### src/pirq_pkg.sv
// Package for the port interrupt request controller.
// Holds register offsets, field positions, reset values and vector addresses.
package pirq_pkg;
	localparam logic [11:0] PIRQ_ADDR_REQ_A   = 12'hFC3; // Port A request register
	localparam logic [11:0] PIRQ_ADDR_REQ_B   = 12'hFC4; // Second request register
	localparam logic [11:0] PIRQ_ADDR_CTRL    = 12'hFCF; // Interrupt control register
	localparam logic [11:0] PIRQ_ADDR_EDGE    = 12'hFCD; // Edge select for port A pins
	localparam logic [11:0] PIRQ_ADDR_MODE    = 12'hFCE; // Both-edge mode for port A pins
	localparam logic [11:0] PIRQ_ADDR_STAT    = 12'hFD0; // Sticky event status
	localparam logic [11:0] PIRQ_ADDR_MASK    = 12'hFD1; // Event mask
	localparam int          PIRQ_CTRL_GIE_BIT = 7;       // Global enable bit position
	localparam logic [7:0]  PIRQ_REQ_RST      = 8'h00;
	localparam logic [7:0]  PIRQ_CFG_RST      = 8'h00;
	localparam logic [15:0] PIRQ_VEC_BASE_A   = 16'h0016; // Vector of port A pin 7
	localparam logic [15:0] PIRQ_VEC_BASE_B   = 16'h0026; // Vector of second register bit 7
	localparam logic [15:0] PIRQ_VEC_PC0      = 16'h0036; // Lowest priority source
	localparam logic [15:0] PIRQ_VEC_RSVD     = 16'h0038; // Reserved slot, never issued
	localparam logic [15:0] PIRQ_VEC_STEP     = 16'h0002;
	localparam int          PIRQ_PC0_BIT      = 0;       // Port C pin 0 in second register
	localparam int          PIRQ_STAT_DELIV   = 0;       // Status: a vector was taken
	localparam int          PIRQ_STAT_POLL    = 1;       // Status: request while disabled
endpackage : pirq_pkg

### src/pirq_edge_if.sv
// Interface between the top and its edge detector.
// Assumes one clock shared by both ends.
`timescale 1ns/100ps
interface pirq_edge_if;
	logic [15:0] pins;      // Pin levels, port A in low byte
	logic [7:0]  edge_sel;  // 1 selects rising edge, port A pins
	logic [7:0]  both_mode; // 1 selects both edges, port A pins
	logic [15:0] events;    // One-cycle request pulses

	modport top (output pins, output edge_sel, output both_mode, input events);
	modport det (input pins, input edge_sel, input both_mode, output events);
endinterface : pirq_edge_if

### src/pirq_edge_det.sv
// Edge detector for the request sources.
// Assumes pin levels are synchronous to clk.
`timescale 1ns/100ps
module pirq_edge_det
	import pirq_pkg::*;
(
	// System
	input  wire logic  clk,
	input  wire logic  sys_rst,
	// Sources
	pirq_edge_if.det   eif
);
	logic [15:0] last_q;
	logic [15:0] last_d;
	logic [15:0] ev_q;
	logic [15:0] ev_d;

	// Detect edges; second register sources always use both edges
	always_comb
	begin
		last_d = eif.pins;
		for (int i = 0; i < 16; i++)
		begin
			if (i >= 8 || eif.both_mode[i[2:0]])
				ev_d[i] = last_q[i] ^ eif.pins[i];
			else if (eif.edge_sel[i[2:0]])
				ev_d[i] = ~last_q[i] & eif.pins[i];
			else
				ev_d[i] = last_q[i] & ~eif.pins[i];
		end
	end

	// Register level history and pulses
	always_ff @(posedge clk)
	begin
		if (sys_rst)
		begin
			last_q <= 16'h0000;
			ev_q   <= 16'h0000;
		end
		else
		begin
			last_q <= last_d;
			ev_q   <= ev_d;
		end
	end

	assign eif.events = ev_q;
endmodule : pirq_edge_det

### src/pirq_ctrl.sv
// Port interrupt request controller: request capture, global enable, vectoring.
// Assumes a core that pulses ei/irq_return_instruction, and acknowledges a vector with irq_ack.
`timescale 1ns/100ps
module pirq_ctrl
	import pirq_pkg::*;
(
	// System
	input  wire logic        clk,
	input  wire logic        sys_rst,
	// Register port
	input  wire logic [11:0] reg_addr,
	input  wire logic [7:0]  reg_wdata,
	input  wire logic        reg_wr,
	input  wire logic        reg_rd,
	output logic      [7:0]  reg_rdata,
	// Sources
	input  wire logic [7:0]  port_a_pins,
	input  wire logic        comparator_req,
	input  wire logic [7:0]  second_srcs,
	// Core side
	input  wire logic        enable_irq_instruction,
	input  wire logic        irq_return_instruction,
	input  wire logic        irq_ack,
	output logic             core_irq_req,
	output logic      [15:0] core_irq_vector,
	// Interrupt output
	output logic             irq_out
);
	typedef enum logic [2:0]
	{
		PIRQ_IDLE = 3'b001,
		PIRQ_REQ  = 3'b010,
		PIRQ_TAKE = 3'b100
	} pirq_state_e;

	pirq_edge_if eif ();

	logic [7:0]  req_a_q, req_a_d;
	logic [7:0]  req_b_q, req_b_d;
	logic        gie_q, gie_d;
	logic [7:0]  edge_q, edge_d;
	logic [7:0]  mode_q, mode_d;
	logic [1:0]  stat_q, stat_d;
	logic [1:0]  mask_q, mask_d;
	logic [7:0]  rdata_q, rdata_d;
	logic        cmp_last_q;
	pirq_state_e st_q, st_d;
	logic        ireq_q, ireq_d;
	logic [15:0] vec_q, vec_d;
	logic [3:0]  sel_q, sel_d;
	logic        irq_q, irq_d;
	logic [15:0] set_vec;
	logic        any_pend;
	logic [3:0]  top_idx;
	logic        deliv_ev;
	logic        poll_ev;

	// Highest set bit of the combined pending vector, bit 15 first
	function automatic logic [3:0] pirq_top(input logic [15:0] v);
		logic [3:0] idx;
		idx = 4'h0;
		for (int i = 0; i < 16; i++)
		begin
			if (v[i])
				idx = i[3:0];
		end
		return idx;
	endfunction : pirq_top

	// Vector for a combined index: port A high, second register next
	function automatic logic [15:0] pirq_vec(input logic [3:0] idx);
		logic [15:0] v;
		if (idx[3])
			v = PIRQ_VEC_BASE_A + PIRQ_VEC_STEP * {12'h000, 4'h7 - {1'b0, idx[2:0]}};
		// Base plus step stops one slot short, so the lowest source is mapped by hand
		else if (idx[2:0] == 3'(PIRQ_PC0_BIT))
			v = PIRQ_VEC_PC0;
		else
			v = PIRQ_VEC_BASE_B + PIRQ_VEC_STEP * {12'h000, 4'h7 - {1'b0, idx[2:0]}};
		return v;
	endfunction : pirq_vec

	pirq_edge_det u_edge
	(
		.clk     (clk),
		.sys_rst (sys_rst),
		.eif     (eif.det)
	);

	assign eif.pins      = {second_srcs, port_a_pins};
	assign eif.edge_sel  = edge_q;
	assign eif.both_mode = mode_q;

	// Request sets: comparator joins bit 6 on its rising edge
	always_comb
	begin
		set_vec     = eif.events;
		set_vec[6]  = eif.events[6] | (comparator_req & ~cmp_last_q);
		any_pend    = |{req_b_q, req_a_q};
		top_idx     = pirq_top({req_a_q, req_b_q});
	end

	// Request registers, control and configuration
	always_comb
	begin
		req_a_d  = req_a_q;
		req_b_d  = req_b_q;
		gie_d    = gie_q;
		edge_d   = edge_q;
		mode_d   = mode_q;
		mask_d   = mask_q;
		if (reg_wr)
		begin
			unique case (reg_addr)
				PIRQ_ADDR_REQ_A: req_a_d = reg_wdata;
				PIRQ_ADDR_REQ_B: req_b_d = reg_wdata;
				PIRQ_ADDR_CTRL:  gie_d   = reg_wdata[PIRQ_CTRL_GIE_BIT];
				PIRQ_ADDR_EDGE:  edge_d  = reg_wdata;
				PIRQ_ADDR_MODE:  mode_d  = reg_wdata;
				PIRQ_ADDR_MASK:  mask_d  = reg_wdata[1:0];
				default:         ;
			endcase
		end
		// Taken request clears its pending bit
		if (st_q == PIRQ_TAKE)
		begin
			if (sel_q[3])
				req_a_d[sel_q[2:0]] = 1'b0;
			else
				req_b_d[sel_q[2:0]] = 1'b0;
		end
		if (enable_irq_instruction || irq_return_instruction)
			gie_d = 1'b1;
		// Sets come last so an event beside a clear survives
		req_a_d = req_a_d | set_vec[7:0];
		req_b_d = req_b_d | set_vec[15:8];
	end

	// Delivery machine toward the core
	always_comb
	begin
		st_d     = st_q;
		ireq_d   = ireq_q;
		vec_d    = vec_q;
		sel_d    = sel_q;
		deliv_ev = 1'b0;
		unique case (st_q)
			PIRQ_IDLE:
			begin
				if (gie_q && any_pend)
				begin
					st_d   = PIRQ_REQ;
					ireq_d = 1'b1;
					sel_d  = top_idx;
					vec_d  = pirq_vec(top_idx);
				end
			end
			PIRQ_REQ:
			begin
				if (!gie_q)
				begin
					st_d   = PIRQ_IDLE;
					ireq_d = 1'b0;
				end
				else if (irq_ack)
				begin
					st_d     = PIRQ_TAKE;
					ireq_d   = 1'b0;
					deliv_ev = 1'b1;
				end
				else
				begin
					sel_d = top_idx;
					vec_d = pirq_vec(top_idx);
				end
			end
			PIRQ_TAKE:
			begin
				st_d = PIRQ_IDLE;
			end
		endcase
	end

	// Sticky status, write one to clear, set wins
	always_comb
	begin
		poll_ev = ~gie_q & (|set_vec);
		stat_d  = stat_q;
		if (reg_wr && reg_addr == PIRQ_ADDR_STAT)
			stat_d = stat_q & ~reg_wdata[1:0];
		stat_d[PIRQ_STAT_DELIV] = stat_d[PIRQ_STAT_DELIV] | deliv_ev;
		stat_d[PIRQ_STAT_POLL]  = stat_d[PIRQ_STAT_POLL] | poll_ev;
		irq_d = |(stat_d & mask_q);
	end

	// Read data, valid the cycle after the strobe only
	always_comb
	begin
		rdata_d = 8'h00;
		if (reg_rd)
		begin
			unique case (reg_addr)
				PIRQ_ADDR_REQ_A: rdata_d = req_a_q;
				PIRQ_ADDR_REQ_B: rdata_d = req_b_q;
				PIRQ_ADDR_CTRL:  rdata_d = {gie_q, 7'h00};
				PIRQ_ADDR_EDGE:  rdata_d = edge_q;
				PIRQ_ADDR_MODE:  rdata_d = mode_q;
				PIRQ_ADDR_STAT:  rdata_d = {6'h00, stat_q};
				PIRQ_ADDR_MASK:  rdata_d = {6'h00, mask_q};
				default:         rdata_d = 8'h00;
			endcase
		end
	end

	// Register all state
	always_ff @(posedge clk)
	begin
		if (sys_rst)
		begin
			req_a_q    <= PIRQ_REQ_RST;
			req_b_q    <= PIRQ_REQ_RST;
			gie_q      <= 1'b0;
			edge_q     <= PIRQ_CFG_RST;
			mode_q     <= PIRQ_CFG_RST;
			stat_q     <= 2'h0;
			mask_q     <= 2'h0;
			rdata_q    <= 8'h00;
			cmp_last_q <= 1'b0;
			st_q       <= PIRQ_IDLE;
			ireq_q     <= 1'b0;
			vec_q      <= 16'h0000;
			sel_q      <= 4'h0;
			irq_q      <= 1'b0;
		end
		else
		begin
			req_a_q    <= req_a_d;
			req_b_q    <= req_b_d;
			gie_q      <= gie_d;
			edge_q     <= edge_d;
			mode_q     <= mode_d;
			stat_q     <= stat_d;
			mask_q     <= mask_d;
			rdata_q    <= rdata_d;
			cmp_last_q <= comparator_req;
			st_q       <= st_d;
			ireq_q     <= ireq_d;
			vec_q      <= vec_d;
			sel_q      <= sel_d;
			irq_q      <= irq_d;
		end
	end

	assign reg_rdata       = rdata_q;
	assign core_irq_req    = ireq_q;
	assign core_irq_vector = vec_q;
	assign irq_out         = irq_q;
endmodule : pirq_ctrl

### config.mk
export PLATFORM = sky130hd
export DESIGN_NAME = pirq_ctrl
export DESIGN_NICKNAME = d
export VERILOG_FILES = /design/src/pirq_pkg.sv /design/src/pirq_edge_if.sv /design/src/pirq_edge_det.sv /design/src/pirq_ctrl.sv
export SDC_FILE = /design/constraint.sdc
export NUM_CORES = 1
export LEC_CHECK = 0
export BUFFER_PORTS_ARGS = -buffer_cell sky130_fd_sc_hd__buf_2
export CAP_MARGIN = 20
export CELL_PAD_IN_SITES_DETAIL_PLACEMENT = 0
export CELL_PAD_IN_SITES_GLOBAL_PLACEMENT = 1
export CORE_MARGIN = 10
export CORE_UTILIZATION = 39
export DETAILED_ROUTE_END_ITERATION = 10
export PLACE_DENSITY = 0.86
export SYNTH_ARGS = -nofsm -noshare
export SYNTH_HDL_FRONTEND = slang
export SYNTH_SLANG_ARGS = --single-unit
### constraint.sdc
create_clock -name clk -period 2.1 [get_ports clk]
set_input_delay 0.21 -clock clk [delete_from_list [all_inputs] [get_ports clk]]
set_output_delay 0.21 -clock clk [all_outputs]
set_load 0.005 [all_outputs]
Word-level counts from Yosys, hierarchy flattened
Cells that the tools add are included.
- mux-type cells: 67
- bitwise logic cells: 64
- reductions and logical operators: 19
- $lt $le $gt $ge: 2
- add/subtract/negate cells: 3
- equal/unequal tests: 14
- operators by type and width (kind ; count):
    $eq A12 B12 Y1 const B ; 7
    $mux W4 ; 17
    $mux W8 ; 8
    $pmux W8 S7 ; 1
    $mux W16 ; 3
    $pmux W16 S2 ; 1
    $reduce_or A16 Y1 ; 2
    $mux W1 ; 27
    $not A1 Y1 ; 19
    $and A1 B1 Y1 ; 18
    $and A8 B8 Y8 ; 2
    $or A8 B8 Y8 ; 2
    $xor A1 B1 Y1 ; 16
    $mux W7 ; 2
    $reduce_and A2 Y1 ; 5
    $mux W3 ; 3
    $pmux W3 S3 ; 1
    $not A8 Y8 ; 1
    $pmux W4 S2 ; 1
    $add A6 B5 Y7 const A ; 1
    $add A5 B5 Y6 const A ; 1
    $ne A2 B2 Y1 const B ; 3
    $reduce_bool A2 Y1 ; 3
    $and A2 B2 Y2 ; 2
    other kinds (18) ; 23
- word-level logic and storage cells: 185
- flip-flop bits (word level): 103
- output and inout bits: 26
- bits of input ports: 44

Logic depth before layout (Yosys ltp)
Gate-level depths: netlist of run 1.
- depth after elaboration: 22
- mapped depth: 11
- depth with buffers taken out: 10

Hierarchy
From an unflattened synthesis of run 1, not the netlist that was laid out.
- cells, all modules: 487
- area, all modules: 4553.1 µm²
- by module, submodules not included (module ; instances ; cells an instance ; area each (µm²) ; seq. area each (µm²)):
    pirq_ctrl ; 1 ; 364 ; 3209.3 ; 1201.2
    pirq_edge_det ; 1 ; 123 ; 1343.8 ; 640.6

Least setup slack after synthesis of run 1
OpenSTA, ideal clock, no wires.
- path type: register to register
- from: register req_b_q[5]
- to: register vec_q[4] (netlist: core_irq_vector[4])
- library setup time: 136 ps
- clock period less this slack: 2123 ps
- arrival time: 1987 ps
- cell stages (with the launch flop): 10
- data required time: 1964 ps
- slack: -23 ps
- path buffers: 0
- cell sequence: dfxtp_1 > nor2_1 > a221o_1 > a2111oi_0 > nor3_1 > ha_1 > nor2_1 > o21ai_0 > o31ai_1 > a211oi_1
- word-level cells in the longest chain between the ends: 18
- elaborated cells on any way between the ends: 25
- classes of those cells: add/sub: 3; eq/ne: 1; mux: 17; reduce/logical: 4
- ends and longest elaborated chain (element ; RTL line ; source):
    start: declaration ; pirq_ctrl.sv:39 ; logic [7:0] req_b_q, req_b_d;
    start signal: assignment ; pirq_ctrl.sv:238 ; req_b_q <= req_b_d;
    $mux W4 (11 in series) ; pirq_ctrl.sv:64 ; if (v[i])
    $sub A3 B3 Y4 ; pirq_ctrl.sv:74, pirq_ctrl.sv:79 ;
    $add A6 B5 Y7 ; pirq_ctrl.sv:79 ; v = PIRQ_VEC_BASE_B + PIRQ_VEC_STEP * {12'h000, 4'h7 - {1'b0, idx[2:0]}};
    $mux W7 ; pirq_ctrl.sv:76 ; else if (idx[2:0] == 3'(PIRQ_PC0_BIT))
    $mux W7 ; pirq_ctrl.sv:73 ; if (idx[3])
    $mux W16 ; pirq_ctrl.sv:165 ; else if (irq_ack)
    $mux W16 ; pirq_ctrl.sv:160 ; if (!gie_q)
    $pmux W16 S2 ; pirq_ctrl.sv:147 ; unique case (st_q)
    end signal: assignment ; pirq_ctrl.sv:248 ; vec_q <= vec_d;
    end: declaration ; pirq_ctrl.sv:49 ; logic [15:0] vec_q, vec_d;
Several ways; a longest one is shown, not always the timed one. The select of a mux whose other input is x is not followed.
A chain may end at the register's enable or synchronous reset.

Worst setup path after layout of run 1
- from: register req_b_q[1]
- to: register vec_q[4] (netlist: core_irq_vector[4])
- word-level cells in the longest chain between the ends: 22
- elaborated cells on any way between the ends: 29
- classes of those cells: add/sub: 3; eq/ne: 1; mux: 21; reduce/logical: 4
- ends and longest elaborated chain (element ; RTL line):
    $mux W1 ; pirq_ctrl.sv:64
    $mux W4 (14 in series) ; pirq_ctrl.sv:64
    $sub A3 B3 Y4 ; pirq_ctrl.sv:74, pirq_ctrl.sv:79
    $add A6 B5 Y7 ; pirq_ctrl.sv:79
    $mux W7 ; pirq_ctrl.sv:76
    $mux W7 ; pirq_ctrl.sv:73
    $mux W16 ; pirq_ctrl.sv:165
    $mux W16 ; pirq_ctrl.sv:160
    $pmux W16 S2 ; pirq_ctrl.sv:147
Several ways; a longest one is shown, not always the timed one. The select of a mux whose other input is x is not followed.

==> out/qor.yml, run 1 <==
setup_path:
  worstPathRequired_ns: 2.31
  reg2reg_from: "req_b_q[1]"
  worstPathMaxFanout: 4
  reg2reg_depth: 9
  r2r-end: "core_irq_vector[4]"
  critPathLaunch: "req_b_q[1]"
  cp-endpoint: "core_irq_vector[4]"
  end_kind: "flop"
  critPathKind: "flop to flop"
  critPathArrivalTime_ns: 2.35
  r2r_setup_slack_ns: -0.04
  startpoint_type: "flop"
global_routing:
  grt_pass1_wl_mm: 19.6
  antenna_found_initial: 0
  grt.busiest_layer: "met2"
  gr-usage-met2_pct: 24.1
  grtUsageMet3_pct: 3.68
  grt_pass1_vias: 3864
  grtUsageMet1_pct: 18.3
  grt_max_degree: 50
  grt.total_usage_pct: 14.8
  gr-total-overflow: 0
place:
  hpwl_mm: 9.27
  dp.cells: 703
  placed_area_sq_mm: 0.00503
  port_buffers: 58
  gp_congestion: 0.902
  dpl_worst_slack_ns: -0.205
run:
  cap_violations: 0
logic_synthesis:
  synth_top_area_cell: "dfxtp_1"
  synthFlopType: "dfxtp_1"
  synth_area_leaders: "dfxtp_1 41%, ha_1 5.3%, a21oi_1 4.8%"
  netlist_instances: 495
  ys_ff_latch: 92
  synth_top_area_share_pct: 41.2
  synth.avg_cell_area_sq_um: 9.03
  synth_area_sq_mm: 0.00447
  yosys.cell_types.count: 64
  ys_warn_count: 0
  synth_enable_flop_cells: 0
  seq_area_frac_synth_pct: 41.2
  async_flop_share_pct: 0
floorplanning:
  dieArea_sq_mm: 0.0161
  num_io_pins: 70
  core.rowCount: 39
  die_width_um: 127
  initial_utilization_pct: 39.5
  fp.coreArea_sq_mm: 0.0113
  die_height_um: 127
cts:
  htreeDepth: 3
  numClockSinks: 92
  cts_made_buffers: 9
  path_clk_slew_ns: 0.06
  worstSkewPairLatency_ns: 0.35
  clock-root-buffer: "clkbuf_16"
  cts_tree: "built"
  cts_buffer_depth: 2
final_layout:
  final_nets: 636
  num_antenna_cells: 0
  final-seq-area_sq_mm: 0.00185
  area_growth_pct: 22.5
  drive_above_1_share_pct: 26.5
  final_cells: 721
  num-fill-cells: 1077
  multi_input_area_sq_mm: 0.00246
  fin_area_sq_mm: 0.00548
routing:
  wl_per_cell_um: 16.9
  vias: 3853
  ant_nets: 0
  drcViolationCount: 0
  drtPass1Iterations: 5
  via_per_inst: 5.34
  wirelength_mm: 12.2
  drtIter0Drc: 247
sta:
  timing.final.ws_setup_ns: -0.0379
  hold_viol_final: 0
  clock_skew_ns: 0.00869
  slew_headroom_pct: 65.2
  worst_pin_slew_ns: 0.523
  max_freq_mhz: 468
  post-route-min-period_ns: 2.14
  finalMaxSlewViolations: 0
  rsz0062_at_grt: "true"
  finalSetupViolCount: 1
  period_share_pct: 102
  finalSetupTns_ns: -0.0379
  whs_ns: 0.102
status:
  violations: "negative setup slack"
  outcome: "finished with violations"
power:
  irDropWorstVdd_mv: 0.510
  p_leak_nw: 2.23
  cellPowerDensity_mw_per_mm2: 792
hold_path:
  hp-class: "input pin to flop"
-- report_power, final --
part,switching [mW],total (mW),internal [mW]
Sequential,0.0922,1.93,1.84
Combinational,0.346,0.663,0.316
Clock,0.664,1.74,1.07
-- kinds of logic (layout without fill, tap and decap cells) --
logic type / after synthesis / in the layout / synth area share [%]
multiplexers: 30 / 30 / 7.25
flip-flops: 92 / 92 / 41.2
buffers and inverters: 69 / 142 / 7.08
adder cells (fa/ha/maj): 19 / 19 / 5.32
other: 1 / 11 / 0.0839
XOR/XNOR: 9 / 9 / 1.76
AND/OR/NAND/NOR: 168 / 168 / 21.3
AO/OA/AOI/OAI: 107 / 107 / 16.0
-- worst max-delay path, stage by stage, from the launching register on --
cell and delay (ns):
dfxtp_1 0.39, nand2b_4 0.06, a221o_1 0.37, a2111oi_4 0.37, nor3_2 0.12, ha_2 0.19
nor2_1 0.09, o21ai_1 0.07, o31ai_1 0.24, a211oi_1 0.11
-- placed cells by master (no fill, tap or decap), drive strengths merged, types with 5 or more instances in the layout --
cell and instances:
dfxtp 92, buf 89, nor2 55, a21oi 44, inv 37, nand2 23, a211oi 22, nor2b 20
ha 19, mux2 16, mux2i 14, nand3 14, o21ai 12, clkbuf 12, conb 11, xnor2 9
nor4 9, nor3 8, nand2b 6, a222oi 5
-- Yosys cell counts (all sizes together), types with 5 or more instances --
cell type	count
o21ai	12
nor2	55
a21oi	44
a211oi	22
nand2	23
clkbuf	17
inv	37
buf	15
nand3	14
mux2i	14
nor4	9
mux2	16
nand2b	6
ha	19
dfxtp	92
xnor2	9
nor2b	20
nor3	8
a222oi	5
-- repair_timing --
item / 4_1_cts / 5_1_grt
cloned: 0 / 0
resized for setup: 4 / 20
setup buffers: 0 / 2
hold buffers: 0 / 0
pin swaps: 0 / 6
endpoints found under the setup margin: 3 / 10
-- flip-flops by register name, summed over array words and instances (netlist names), 2 cells and up --
| register | count |
|---|---|
| u_edge.eif.events | 16 |
| u_edge.last_q | 16 |
| edge_q | 8 |
| eif.both_mode | 8 |
| reg_rdata | 8 |
| req_a_q | 8 |
| req_b_q | 8 |
| core_irq_vector | 5 |
| sel_q | 4 |
| st_q | 3 |
| mask_q | 2 |
| stat_q | 2 |
-- metrics by stage --
stage | total power, mW | util, %
detailed placement | 2.55 | 44.5
finish | 4.34 | 48.4
global placement | 2.53 | 44.5
floorplan | 2.34 | -
global route | 4.51 | 48.4
CTS | 4.29 | 47.5
-- metal layers --
layer	routed length [um]	share of wire [%]
met4	181	1.5
met2	5790	48
met3	631	5.2
met5	0	0
met1	5570	46
-- worst min path at each step --
| stage | start | to | slack [ns] | depth (start not counted) |
|---|---|---|---|---|
| 2_1_floorplan | sys_rst | st_q[2] | 0.30 | 1 |
| 3_3_place_gp | u_edge.eif.events[11] | req_b_q[3] | 0.45 | 2 |
| 3_5_place_dp | u_edge.eif.events[11] | req_b_q[3] | 0.44 | 2 |
| 4_1_cts | enable_irq_instruction | gie_q | 0.1 | 3 |
| 5_1_grt | second_srcs[4] | u_edge.last_q[12] | 0.12 | 2 |
| 6_report | second_srcs[0] | u_edge.last_q[8] | 0.10 | 2 |
-- cell type report --
cell class	instances	area share, %
flip-flops and latches	92	33.7
repair buffers	89	9.78
multi-input cells	344	44.9
clock buffers	12	4.50
well taps	143	3.27
inverters	37	2.54
clock inverters	4	1.33
(Power assumes the default switching activity.)
==> inputs of run 2 (changes only) <==
--- a/config.mk
+++ b/config.mk
@@ -6,13 +6,13 @@
 export NUM_CORES = 1
 export LEC_CHECK = 0
 export BUFFER_PORTS_ARGS = -buffer_cell sky130_fd_sc_hd__buf_2
-export CAP_MARGIN = 20
 export CELL_PAD_IN_SITES_DETAIL_PLACEMENT = 0
 export CELL_PAD_IN_SITES_GLOBAL_PLACEMENT = 1
 export CORE_MARGIN = 10
 export CORE_UTILIZATION = 39
 export DETAILED_ROUTE_END_ITERATION = 10
 export PLACE_DENSITY = 0.86
+export SETUP_SLACK_MARGIN = 0.15
 export SYNTH_ARGS = -nofsm -noshare
 export SYNTH_HDL_FRONTEND = slang
 export SYNTH_SLANG_ARGS = --single-unit
==> out/qor.yml, run 2 (synthesized netlist as in run 1, its figures left out) <==
cts:
  htreeDepth: 3  # unchanged
  cts_tree: "built"  # unchanged
  cts_hold_buf: 0  # unchanged
  cts_buffer_depth: 2  # unchanged
  cts_made_buffers: 9  # unchanged
  clock-root-buffer: "clkbuf_16"  # unchanged
  worstSkewPairLatency_ns: 0.35  # about the same
  path_clk_slew_ns: 0.06  # about the same
  numClockSinks: 92  # unchanged
sta:
  clock_skew_ns: 0.00857  # was 0.00869 ns
  post-route-min-period_ns: 2.06  # was 2.14 ns
  max_freq_mhz: 485  # was 468 MHz
  rsz0062_at_grt: "true"  # unchanged
  timing.final.ws_setup_ns: 0.0386  # was -0.0379 ns
  finalMaxSlewViolations: 0  # unchanged
  whs_ns: 0.0969  # was 0.102 ns
  finalSetupViolCount: 0  # was 1
  slew_headroom_pct: 65.3  # was 65.2%
  worst_pin_slew_ns: 0.521  # was 0.523 ns
  period_share_pct: 98.2  # was 102%
  hold_viol_final: 0  # unchanged
setup_path:
  startpoint_type: "flop"  # unchanged
  r2r_setup_slack_ns: 0.04  # was -0.04 ns
  cpPeakStageDelay_ns: 0.36  # was 0.39 ns
  worstPathMaxFanout: 3  # was 4
  end_kind: "flop"  # unchanged
  cp-endpoint: "core_irq_vector[4]"  # unchanged
  path_buf_inv: 0  # unchanged
  slowest_stage: "a221o_1"  # was dfxtp_1
  crit_family: "compound AO/OA/AOI/OAI gates"  # unchanged
  cp_num_cells: 9  # unchanged
  critPathLaunch: "req_b_q[2]"  # was req_b_q[1]
  critPathArrivalTime_ns: 2.28  # was 2.35 ns
  critPathKind: "flop to flop"  # unchanged
  reg2reg_from: "req_b_q[2]"  # was req_b_q[1]
  r2r-end: "core_irq_vector[4]"  # unchanged
  reg2reg_depth: 9  # unchanged
  worstPathRequired_ns: 2.32  # was 2.31 ns
  cp_cell_sequence: "nand2b_4 -> a221o_1 -> a2111oi_4 -> nor3_2 -> ha_2 -> nor2_1 -> o21ai_1 -> o31ai_2 -> a211oi_1"  # was nand2b_4 -> a221o_1 -> a2111oi_4 -> nor3_2 -> ha_2 -> nor2_1 -> o21ai_1 -> o31ai_1 -> a211oi_1
power:
  cellPowerDensity_mw_per_mm2: 791  # was 792 mW/mm^2
  power_switching_mw: 1.15  # was 1.10 mW
  combPwrFrac_pct: 16.5  # was 15.3%
  p_clk_share_pct: 40.2  # was 40.1%
  intPower_mw: 3.31  # was 3.23 mW
  irDropWorstVdd_mv: 0.381  # was 0.510 mV
  seq_power_share_pct: 43.4  # was 44.6%
  finalPower_mw: 4.46  # was 4.34 mW
  p_sw_share_pct: 25.8  # was 25.4%
  p_leak_nw: 2.30  # was 2.23 nW
final_layout:
  fin_area_sq_mm: 0.00564  # was 0.00548 sq mm
  final_nets: 648  # was 636
  final_util_pct: 49.8  # was 48.4%
  num-fill-cells: 1080  # was 1077
  final_cell_mix: "86 x dfxtp_1, 58 x buf_2, 51 x nor2_1, 42 x buf_4, 39 x a21oi_1"  # was 89 x dfxtp_1, 58 x buf_2, 55 x nor2_1, 41 x a21oi_1, 36 x inv_1
  layout_commonest_cell: "dfxtp_1"  # unchanged
  num_antenna_cells: 0  # unchanged
  area_growth_pct: 26.2  # was 22.5%
  multi_input_area_sq_mm: 0.00251  # was 0.00246 sq mm
  drive_above_1_share_pct: 30.8  # was 26.5%
  final-seq-area_sq_mm: 0.00185  # about the same
floorplanning:
  fp.coreArea_sq_mm: 0.0113  # unchanged
  dieArea_sq_mm: 0.0161  # unchanged
  initial_utilization_pct: 39.5  # unchanged
  core.rowCount: 39  # unchanged
  die_width_um: 127  # unchanged
  die_height_um: 127  # unchanged
  num_io_pins: 70  # unchanged
global_routing:
  grt_pass1_vias: 3944  # was 3864
  grt.total_usage_pct: 15.5  # was 14.8%
  grt_max_degree: 45  # was 50
  gr-total-overflow: 0  # unchanged
  antenna_found_initial: 0  # unchanged
  grt_pass1_wl_mm: 20.4  # was 19.6 mm
routing:
  via_per_inst: 5.37  # was 5.34
  wl_per_cell_um: 17.2  # was 16.9 um
  drcViolationCount: 0  # unchanged
  drtPass1Iterations: 6  # was 5
  vias: 3938  # was 3853
  wirelength_mm: 12.6  # was 12.2 mm
  drtIter0Drc: 221  # was 247
  ant_nets: 0  # unchanged
place:
  gp_congestion: 0.868  # was 0.902
  hpwl_mm: 9.47  # was 9.27 mm
  placed_area_sq_mm: 0.00508  # was 0.00503 sq mm
  dpl_worst_slack_ns: -0.0423  # was -0.205 ns
  port_buffers: 58  # unchanged
hold_path:
  hp-class: "input pin to flop"  # unchanged
run:
  cap_violations: 0  # unchanged
status:
  outcome: "finished clean"  # was finished with violations
==> run 2: power groups by stage <==
stage / logic, mW / registers, mW / clock network [mW]
after floorplan: 0.407 / 1.94 / 0
after global placement: 0.598 / 1.96 / 0
after detailed placement: 0.605 / 1.97 / 0
after CTS: 0.667 / 1.93 / 1.84
after global routing: 0.814 / 1.95 / 1.91
final: 0.735 / 1.94 / 1.79
==> run 2: layout make-up <==
cell class	instances	share of cell area, %
Multi-Input combinational cell	344	44.4
Timing Repair Buffer	101	11.1
Clock inverter	5	1.49
Sequential cell	92	32.9
Inverter	37	2.46
Tap cell	143	3.17
Clock buffer	11	4.48
==> run 2: how the worst min path moves through the flow <==
stage                          start                 to  slack, ns  cells after the start
3_3_place_gp          comparator_req         cmp_last_q       0.45                      2
5_1_grt               second_srcs[6]  u_edge.last_q[14]        0.1                      2
6_report              second_srcs[3]  u_edge.last_q[11]        0.1                      2
4_1_cts               second_srcs[3]  u_edge.last_q[11]       0.09                      2
3_5_place_dp   u_edge.eif.events[14]         req_b_q[6]       0.45                      2
2_1_floorplan                sys_rst            st_q[2]       0.30                      1
==> run 2: metal layers <==
metal / up-vias / wire length, um / share of wire (%) / GRT usage [%]
met5: - / 0 / 0 / 0
met2: 163 / 5720 / 45 / 24.4
li1: 1904 / - / - / -
met3: 33 / 963 / 7.6 / 4.80
met4: 0 / 317 / 2.5 / 6.03
met1: 1838 / 5610 / 44 / 19.3
==> run 2: per-stage QoR <==
step	cells	TNS, ns
5_1_grt	733	-0.100
2_1_floorplan	505	0
3_3_place_gp	707	0
4_1_cts	727	0
3_5_place_dp	707	-0.0423
6_report	733	0
==> run 2: what timing repair did <==
item / 4_1_cts / 5_1_grt
setup buffers: 4 / 6
setup endpoints to repair: 10 / 11
resized for setup: 21 / 18
endpoints found under the hold margin: 0 / 0
pin swaps: 5 / 8
==> run 2: worst register-to-register path: cells and delay by family (launching register included) <==
family | cells | cell delay (ns)
DFF | 1 | 0.32
adders and majority gates | 1 | 0.20
and+or+nand+nor | 3 | 0.33
AOI/OAI and AO/OA | 5 | 1.09
